<file path="config.mk">
export PLATFORM = sky130hd
export DESIGN_NAME = search_result_output_sequencer
export DESIGN_NICKNAME = d
export VERILOG_FILES = /design/src/inc/result_seq_pkg.sv /design/src/rtl/result_fifo.sv /design/src/rtl/search_result_output_sequencer.sv
export SDC_FILE = /design/constraint.sdc
export NUM_CORES = 2
export LEC_CHECK = 0
export BUFFER_PORTS_ARGS = -buffer_cell sky130_fd_sc_hd__buf_2
export CAP_MARGIN = 20
export CORE_MARGIN = 4
export CORE_UTILIZATION = 35
export DETAILED_ROUTE_END_ITERATION = 8
export SLEW_MARGIN = 0
export SYNTH_ARGS = -nofsm -noshare
export SYNTH_HDL_FRONTEND = slang
export SYNTH_HIERARCHICAL = 1
export SYNTH_SLANG_ARGS = --single-unit
</file>
<file path="constraint.sdc">
create_clock -name sys_clk_i -period 17.93 [get_ports sys_clk_i]
set_clock_uncertainty 0.1 [all_clocks]
set_input_delay 0 -clock sys_clk_i [delete_from_list [all_inputs] [get_ports sys_clk_i]]
set_output_delay 0 -clock sys_clk_i [all_outputs]
set_load 0.01 [all_outputs]
</file>
<file path="src/inc/result_seq_pkg.sv">
// package: constants and carriers for the search result output sequencer
`default_nettype none
package result_seq_pkg;
    // ========================================
    // source-select addresses
    localparam logic [7:0] SRC_HIT_STATUS = 8'h90;
    localparam logic [7:0] SRC_HIT_ADDR   = 8'h94;
    localparam logic [7:0] SRC_CONTENTS   = 8'h0e;
    localparam logic [7:0] SRC_COMBINED   = 8'hb0;
    localparam logic [7:0] SRC_KEY_BASE   = 8'ha0;
    localparam logic [7:0] SRC_KEY_LAST   = 8'hae;
    // ========================================
    // step control field positions (16-bit register)
    localparam int STEP_SRC_LSB  = 0;
    localparam int STEP_MIX_LSB  = 8;
    localparam int STEP_ONE_BIT  = 10;
    localparam int STEP_END_BIT  = 11;
    // sub-step control field positions
    localparam int SUB_SEG_LSB   = 0;
    localparam int SUB_MIX_LSB   = 8;
    localparam int SUB_END_BIT   = 11;
    // ========================================
    // mix code bit positions on the result bus
    localparam int MIX_STAT_LSB  = 28;
    localparam int MIX_OCH_LSB   = 25;
    localparam int MIX_ICH_LSB   = 22;
    // ========================================
    // reset values and result buffer size
    localparam logic [2:0]  PTR_RESET  = 3'h0;
    localparam logic [31:0] BUS_RESET  = 32'h0000_0000;
    localparam int FIFO_DEPTH = 32;
    localparam int FIFO_WIDTH = 32;

    typedef enum logic [1:0] {
        PH_IDLE = 2'b00,
        PH_MAIN = 2'b01,
        PH_SUB  = 2'b10,
        PH_DONE = 2'b11
    } phase_t;

    typedef struct packed {
        logic [3:0] hit;  // system hit, system multi, device hit, device multi
        logic [2:0] och;
        logic [2:0] ich;
    } status_bits_t;

    typedef struct packed {
        logic        we;
        logic        sub;  // 1 selects sub-step control
        logic [2:0]  idx;
        logic [15:0] data;
    } cfg_wr_t;
endpackage : result_seq_pkg
`default_nettype wire

</file>
<file path="src/rtl/result_fifo.sv">
// module: parameterised flip-flop fifo with valid/ready on both sides
`default_nettype none
module result_fifo #(
    parameter int WIDTH = 32,
    parameter int DEPTH = 32
) (
    input  wire logic             sys_clk_i,  // clock
    input  wire logic             rst_i,      // async reset
    input  wire logic             ce_i,       // clock enable
    input  wire logic [WIDTH-1:0] in_data_i,  // write data
    input  wire logic             in_valid_i, // write valid
    output logic                  in_ready_o, // not full
    output logic [WIDTH-1:0]      out_data_o, // head data
    output logic                  out_valid_o,// not empty
    input  wire logic             out_ready_i // consumer ready
);
    localparam int AW = $clog2(DEPTH);
    typedef struct packed {
        logic [AW:0] wp;
        logic [AW:0] rp;
    } fifo_st_t;
    fifo_st_t st, next_st;
    logic [WIDTH-1:0] mem [DEPTH];
    logic push, pop;
    logic full, empty;

    assign empty = (st.wp == st.rp);
    assign full  = (st.wp[AW] != st.rp[AW]) && (st.wp[AW-1:0] == st.rp[AW-1:0]);
    assign in_ready_o  = !full;
    assign out_valid_o = !empty;
    assign out_data_o  = mem[st.rp[AW-1:0]];
    assign push = in_valid_i && !full;
    assign pop  = out_ready_i && !empty;

    always_comb begin
        next_st = st;
        if (push) next_st.wp = st.wp + 1'b1;
        if (pop)  next_st.rp = st.rp + 1'b1;
    end

    always_ff @(posedge sys_clk_i or posedge rst_i) begin
        if (rst_i) begin
            st <= '0;
        end else if (ce_i) begin
            st <= next_st;
        end
    end

    always_ff @(posedge sys_clk_i) begin
        if (ce_i && push) begin
            mem[st.wp[AW-1:0]] <= in_data_i;
        end
    end
endmodule : result_fifo
`default_nettype wire

</file>
<file path="src/rtl/search_result_output_sequencer.sv">
// module: output-port step sequencer placing search results on the result bus
`default_nettype none
module search_result_output_sequencer (
    input  wire logic         sys_clk_i,     // 40 MHz clock
    input  wire logic         rst_i,         // async reset, active high
    input  wire logic         ce_i,          // clock enable
    input  wire logic         rd_n_i,        // read strobe pin, active low
    input  wire logic         ptr_rst_i,     // sequence pointer reset pulse
    input  wire logic         chan_sel_i,    // active channel (0=a, 1=b)
    input  wire logic [2:0]   start_seq_i,   // start sequence number
    input  wire logic [2:0]   start_sub_i,   // start sub-sequence number
    input  wire result_seq_pkg::cfg_wr_t cfg_i, // processor config write
    input  wire logic         cfg_rd_sub_i,  // read selects sub-step bank
    input  wire logic [2:0]   cfg_rd_idx_i,  // read index
    output logic [15:0]       cfg_rd_data_o, // unselected channel readback
    input  wire logic [15:0]  hit_addr_i,    // current highest hit address
    input  wire logic         more_hits_i,   // another hit after current
    input  wire logic         any_hit_i,     // at least one hit
    input  wire logic [31:0]  contents_i,    // segment data of current hit
    input  wire logic [31:0]  key_i,         // selected search key word
    input  wire logic [31:0]  hit_status_i,  // hit status word
    input  wire result_seq_pkg::status_bits_t status_i, // overlay bits
    output logic [2:0]        key_sel_o,     // which key word is wanted
    output logic [2:0]        segment_o,     // segment of current sub-step
    output logic              next_hit_o,    // pulse: step to next hit
    output logic              hit_out_n_o,   // hit pin, active low
    output logic              multi_hit_out_n_o, // multi-hit pin, active low
    output logic [2:0]        seq_ptr_o,     // sequence pointer
    output logic              seq_done_o,    // sequence ended
    output logic [31:0]       result_bus_o,  // result word
    output logic              result_valid_o,// result word valid
    input  wire logic         result_ready_i // consumer ready
);
    // ========================================
    // state
    typedef struct packed {
        logic [2:0]             sync;      // strobe synchroniser, [0] first
        logic                   rd_lvl;    // filtered strobe level
        result_seq_pkg::phase_t phase;     // where the sequencer stands
        logic [2:0]             seq_ptr;   // step pointer
        logic [2:0]             sub_ptr;   // sub-step pointer
        logic [2:0]             start_sub; // sub-step to wrap back to
        logic                   act_chan;  // channel that runs
        logic                   next_hit;  // one-cycle hit advance pulse
        logic                   hit_n;     // hit pin level
        logic                   multi_n;   // multi-hit pin level
        logic [15:0]            rd_data;   // processor readback
        logic [1:0][7:0][15:0]  step_cfg;  // step control, per channel
        logic [1:0][7:0][15:0]  sub_cfg;   // sub-step control, per channel
    } seq_state_t;

    // strobe idles high, so the filter starts high: no false edge at reset
    localparam seq_state_t ST_RESET = '{
        sync:      3'h7,
        rd_lvl:    1'b1,
        phase:     result_seq_pkg::PH_IDLE,
        seq_ptr:   result_seq_pkg::PTR_RESET,
        sub_ptr:   result_seq_pkg::PTR_RESET,
        start_sub: result_seq_pkg::PTR_RESET,
        act_chan:  1'b0,
        next_hit:  1'b0,
        hit_n:     1'b1,
        multi_n:   1'b1,
        rd_data:   16'h0000,
        step_cfg:  '0,
        sub_cfg:   '0
    };

    seq_state_t  st;
    seq_state_t  next_st;
    logic [15:0] cur_step;
    logic [15:0] cur_sub;
    logic [7:0]  src;
    logic [1:0]  step_mix;
    logic        one_flag;
    logic        seq_end;
    logic [2:0]  seg_sel;
    logic [1:0]  sub_mix;
    logic        sub_end;
    logic        is_key;
    logic        rd_fall;
    logic        sub_now;
    logic        step_done;
    logic        end_seen;
    logic        push;
    logic [31:0] push_word;
    logic        fifo_ready;

    // ========================================
    // status overlay on the upper ten result bits
    function automatic logic [31:0] mix_word(
        input logic [31:0]                  w,
        input logic [1:0]                   code,
        input result_seq_pkg::status_bits_t s
    );
        logic [31:0] r;
        r = w;
        if (code[1]) begin
            r[result_seq_pkg::MIX_STAT_LSB +: 4] = s.hit;
        end
        if (code[0]) begin
            r[result_seq_pkg::MIX_OCH_LSB +: 3] = s.och;
            r[result_seq_pkg::MIX_ICH_LSB +: 3] = s.ich;
        end
        return r;
    endfunction : mix_word

    // ========================================
    // decode of the current step and sub-step
    assign cur_step = st.step_cfg[st.act_chan][st.seq_ptr];
    assign cur_sub  = st.sub_cfg[st.act_chan][st.sub_ptr];
    assign src      = cur_step[result_seq_pkg::STEP_SRC_LSB +: 8];
    assign step_mix = cur_step[result_seq_pkg::STEP_MIX_LSB +: 2];
    assign one_flag = cur_step[result_seq_pkg::STEP_ONE_BIT];
    assign seq_end  = cur_step[result_seq_pkg::STEP_END_BIT];
    assign seg_sel  = cur_sub[result_seq_pkg::SUB_SEG_LSB +: 3];
    assign sub_mix  = cur_sub[result_seq_pkg::SUB_MIX_LSB +: 2];
    assign sub_end  = cur_sub[result_seq_pkg::SUB_END_BIT];
    assign is_key   = (src >= result_seq_pkg::SRC_KEY_BASE)
                      && (src <= result_seq_pkg::SRC_KEY_LAST)
                      && !src[0];

    // a falling strobe counts once, when the two late flops agree low
    assign rd_fall = st.rd_lvl
                     && (st.sync[1] == st.sync[2])
                     && !st.sync[2];

    // contents steps run inside the sub-sequence from their first strobe
    always_comb begin
        case (st.phase)
            result_seq_pkg::PH_IDLE,
            result_seq_pkg::PH_MAIN: begin
                sub_now = (src == result_seq_pkg::SRC_CONTENTS);
            end
            result_seq_pkg::PH_SUB: begin
                sub_now = 1'b1;
            end
            result_seq_pkg::PH_DONE: begin
                sub_now = 1'b0;
            end
            default: begin
                sub_now = 1'b0;
            end
        endcase
    end

    // ========================================
    // next state
    always_comb begin
        next_st          = st;
        next_st.next_hit = 1'b0;
        push             = 1'b0;
        push_word        = result_seq_pkg::BUS_RESET;
        step_done        = 1'b0;
        end_seen         = 1'b0;
        next_st.sync[0]  = rd_n_i;
        next_st.sync[1]  = st.sync[0];
        next_st.sync[2]  = st.sync[1];
        if (st.sync[1] == st.sync[2]) begin
            next_st.rd_lvl = st.sync[2];
        end
        // the idle channel can be set up while the other one runs
        if (cfg_i.we) begin
            if (cfg_i.sub) begin
                next_st.sub_cfg[!st.act_chan][cfg_i.idx] = cfg_i.data;
            end else begin
                next_st.step_cfg[!st.act_chan][cfg_i.idx] = cfg_i.data;
            end
        end
        if (cfg_rd_sub_i) begin
            next_st.rd_data = st.sub_cfg[!st.act_chan][cfg_rd_idx_i];
        end else begin
            next_st.rd_data = st.step_cfg[!st.act_chan][cfg_rd_idx_i];
        end
        if (ptr_rst_i) begin
            next_st.seq_ptr   = start_seq_i;
            next_st.sub_ptr   = start_sub_i;
            next_st.start_sub = start_sub_i;
            next_st.act_chan  = chan_sel_i;
            next_st.phase     = result_seq_pkg::PH_IDLE;
            next_st.hit_n     = !any_hit_i;
            next_st.multi_n   = !(any_hit_i && more_hits_i);
        end else if (rd_fall
                     && st.phase != result_seq_pkg::PH_DONE) begin
            if (sub_now) begin
                // segment word of the current hit entry
                push          = 1'b1;
                push_word     = mix_word(contents_i, sub_mix, status_i);
                next_st.phase = result_seq_pkg::PH_SUB;
                if (sub_end) begin
                    next_st.next_hit = 1'b1;
                    next_st.hit_n    = !more_hits_i;
                    if (!more_hits_i) begin
                        next_st.multi_n = 1'b1;
                    end
                    if (one_flag || !more_hits_i) begin
                        step_done = 1'b1;
                    end else begin
                        // next entry: combined steps give its address first
                        next_st.sub_ptr = st.start_sub;
                        next_st.phase   = result_seq_pkg::PH_MAIN;
                    end
                end else begin
                    next_st.sub_ptr = st.sub_ptr + 3'h1;
                end
            end else if (src == result_seq_pkg::SRC_COMBINED) begin
                push          = 1'b1;
                push_word     = mix_word({16'h0000, hit_addr_i},
                                         step_mix, status_i);
                next_st.phase = result_seq_pkg::PH_SUB;
            end else if (src == result_seq_pkg::SRC_HIT_ADDR) begin
                push             = 1'b1;
                push_word        = mix_word({16'h0000, hit_addr_i},
                                            step_mix, status_i);
                next_st.next_hit = 1'b1;
                next_st.hit_n    = !more_hits_i;
                if (!more_hits_i) begin
                    next_st.multi_n = 1'b1;
                end
                if (one_flag || !more_hits_i) begin
                    step_done = 1'b1;
                end
            end else if (src == result_seq_pkg::SRC_HIT_STATUS) begin
                // status is never mixed into itself
                push      = 1'b1;
                push_word = hit_status_i;
                step_done = 1'b1;
            end else if (is_key) begin
                push      = 1'b1;
                push_word = mix_word(key_i, step_mix, status_i);
                step_done = 1'b1;
            end else begin
                // unknown source: only the overlay, if any, is shown
                push      = 1'b1;
                push_word = mix_word(result_seq_pkg::BUS_RESET,
                                     step_mix, status_i);
                step_done = 1'b1;
            end
        end
        // ending needs both end flags, so an unset sub end never stops
        if (step_done) begin
            end_seen = seq_end
                       && st.sub_cfg[st.act_chan][next_st.sub_ptr]
                                    [result_seq_pkg::SUB_END_BIT];
            if (end_seen) begin
                next_st.phase = result_seq_pkg::PH_DONE;
            end else begin
                next_st.seq_ptr = st.seq_ptr + 3'h1;
                next_st.phase   = result_seq_pkg::PH_MAIN;
            end
        end
    end

    always_ff @(posedge sys_clk_i or posedge rst_i) begin
        if (rst_i) begin
            st <= ST_RESET;
        end else if (ce_i) begin
            st <= next_st;
        end
    end

    // ========================================
    // result buffer
    // a consumer that stalls for 32 words loses later words
    result_fifo #(
        .WIDTH (result_seq_pkg::FIFO_WIDTH),
        .DEPTH (result_seq_pkg::FIFO_DEPTH)
    ) out_fifo (
        .sys_clk_i   (sys_clk_i),
        .rst_i       (rst_i),
        .ce_i        (ce_i),
        .in_data_i   (push_word),
        .in_valid_i  (push),
        .in_ready_o  (fifo_ready),
        .out_data_o  (result_bus_o),
        .out_valid_o (result_valid_o),
        .out_ready_i (result_ready_i)
    );

    // ========================================
    // outputs
    assign key_sel_o         = src[3:1];
    assign segment_o         = seg_sel;
    assign next_hit_o        = st.next_hit;
    assign hit_out_n_o       = st.hit_n;
    assign multi_hit_out_n_o = st.multi_n;
    assign seq_ptr_o         = st.seq_ptr;
    assign seq_done_o        = (st.phase == result_seq_pkg::PH_DONE);
    assign cfg_rd_data_o     = st.rd_data;
endmodule : search_result_output_sequencer
`default_nettype wire

</file>
==> results.md <==
- Gr usage total: 20.3%
- Clk Latency, worst-skew pair: 810 ps
- Layout overhead on the synthesized area: 16.0%
- Slew margin rel.: 21.3%
- Fin crit share: 36.4%
- Vias: 38900
- # IOs: 224
- Setup bufs post-CTS: 0
- Cell Chain, Critical Path: buf_4, a2111oi_0, a2111oi_0, nand4_1, nor4b_2, nand2_1, nor2_4, buf_4, mux2i_1, dlygate4sd3_1, a211oi_4, dlygate4sd3_1
- Mapped Nets: 4007
- R2r endpoint: out_fifo/mem[4][23]
- Crit-path slowest cell: dlygate4sd3_1
- Grt total ovfl: 0
- CTS tree: done
- RSZ-0062 raised after global routing: no
- Fill cells: 17200
- HP Start: key_i[5]
- Reg-to-reg critical path startpoint: st[531]
- Starting Density: 35.3%
- Die Ht: 449 um
- Hold depth: 4
- Tot Pwr: 0.0102 W
- Worst-path clk slew: 60 ps
- Starting DRC count in detailed routing: 4150
- Clock sinks: 1583
- Die Width: 449 um
- Layout net count: 4303
- Crit. End Element: register
- Setup CP Type: reg -> reg
- Beginning of the critical path: st[531]
- Post-Route WL: 209000 um
- Die area: 202000 sq um
- Row count: 161
- YS warnings: 6
- Flop2flop setup slack: 11410 ps
- Setup TNS: 0 ps
- Largest net degree at the start of global routing: 135
- Post-route ant nets: 0
- Nature of the critical path startpoint: register
- Required time of the critical path: 18300 ps
- Power Dens Cells: 129 nW/um^2
- Peak Freq: 153 MHz
- Shortest period the worst path allows: 6520 ps
- Cells on worst reg2reg path: 12
- Worst Hold Class: in -> reg
- Remaining DRCs: 0
- Critical-path maximum fanout: 51
- Synth Cell Area: 68100 sq um
- Mapped Avg Cell Area: 17.7 sq um
- CTS resizes: 0
- Vias in the first global route: 39100
- Layout cell share with drive strength beyond 1: 37.0%
- Setup violations, final: 0
- Status: complete, no violations
- Vias/cell: 5.72
- Root Driver: clkbuf_16
- Fin. max-slew vios: 0
- Initial antenna violation count: 26
- Hold-critical path endpoint: out_fifo/mem[3][5]
- Core area: 193000 sq um
- Post-Synthesis Cells: 3838
- Number of buffers created by CTS: 160
- Port bufs: 223
- Clock buffer depth: 3
- Arr. time, crit path: 6890 ps
- First-pass GRT wire length: 297000 um
- Max-capacitance violation count: 0
- Fin. Hold Viols: 0
- Routability Congestion: 0.861
- LEAKAGE: 28.8 nW
- HPWL after DPL: 119000 um
- DR pass1 iterations: 7
- H-tree Lvls: 4
- Maximum vdd drop: 0.145 mV
- Max incr delay on CP: 1210 ps
- CTS hold repair buffers: 94
- Worst-Margin Slew: 1180 ps
- DR WL/cell: 30.8 um
where the power goes:
group	switching [W]	total, W	internal (W)	leakage [nW]
logic	0.00144	0.00255	0.00110	9.86
registers	0.000247	0.00434	0.00409	16.4
clock network	0.00146	0.00330	0.00185	2.49
metal layers:
metal	wire length [um]	track usage (%)	up-vias
met5	87	0	-
met4	10100	9.08	12
met3	13600	4.01	397
met2	104000	34.4	1591
met1	81500	25.4	20900
li1	-	-	16000
layout by cell type (no fill, tap or decap), types with 60 or more instances in the layout:
cell,count
a221oi_1,66
buf_2,222
dlygate4sd3_1,113
mux4_2,355
a21oi_1,60
mux2i_1,297
mux2_2,527
nor2_1,65
clkbuf_16,164
buf_4,87
o21ai_1,62
dfrtp_1,546
nand2_1,63
edfxtp_1,1024
critical path, delay by kind of cell, from the launching register on:
| family | cells | cell delay, ps |
|---|---|---|
| AOI/OAI and AO/OA | 3 | 1150 |
| buffers and inverters | 4 | 3040 |
| DFF | 1 | 690 |
| muxes | 1 | 150 |
| and+or+nand+nor | 4 | 1030 |
through the flow:
stage | worst slack, ps | cells | hold WS, ps | utilization [%] | area [sq um]
2_1_floorplan | 2550 | 3838 | -235 | - | 68100
3_3_place_gp | 12180 | 6370 | 21.9 | 37.5 | 72400
3_5_place_dp | 12120 | 6370 | 25.1 | 37.5 | 72400
4_1_cts | 11350 | 6754 | 2.64 | 40.7 | 78500
5_1_grt | 10970 | 6796 | 4.23 | 40.9 | 79000
6_report | 11410 | 6799 | 16.7 | 40.9 | 79000
registers in the layout (all words and copies together) (netlist names):
register           count
out_fifo/mem        1024
st                   523
cfg_rd_data_o         16
out_fifo/st           12
seq_ptr_o              3
next_st                2
hit_out_n_o            1
multi_hit_out_n_o      1
next_hit_o             1
worst max-delay path by stage:
stage	to	slack, ps	cells past startpoint
after detailed placement	seq_ptr_o[2]	12120	13
after global placement	seq_ptr_o[0]	12180	13
after global routing	out_fifo/mem[4][23]	10970	12
final	out_fifo/mem[4][23]	11410	12
after floorplan	cfg_rd_data_o[0]	2550	1
after CTS	out_fifo/mem[4][23]	11350	12
layout make-up:
type | count | area [sq um] | area share, %
sequential | 1583 | 44800 | 56.7
multi-input combinational | 1930 | 22600 | 28.6
clock buffer | 219 | 4430 | 5.61
timing repair buffer | 440 | 3190 | 4.04
tap | 2526 | 3160 | 4.00
clock inverter | 71 | 728 | 0.922
inverter | 19 | 78.8 | 0.0998
antenna | 11 | 27.5 | 0.0348
Note: power is estimated with default switching activity, not from simulation.
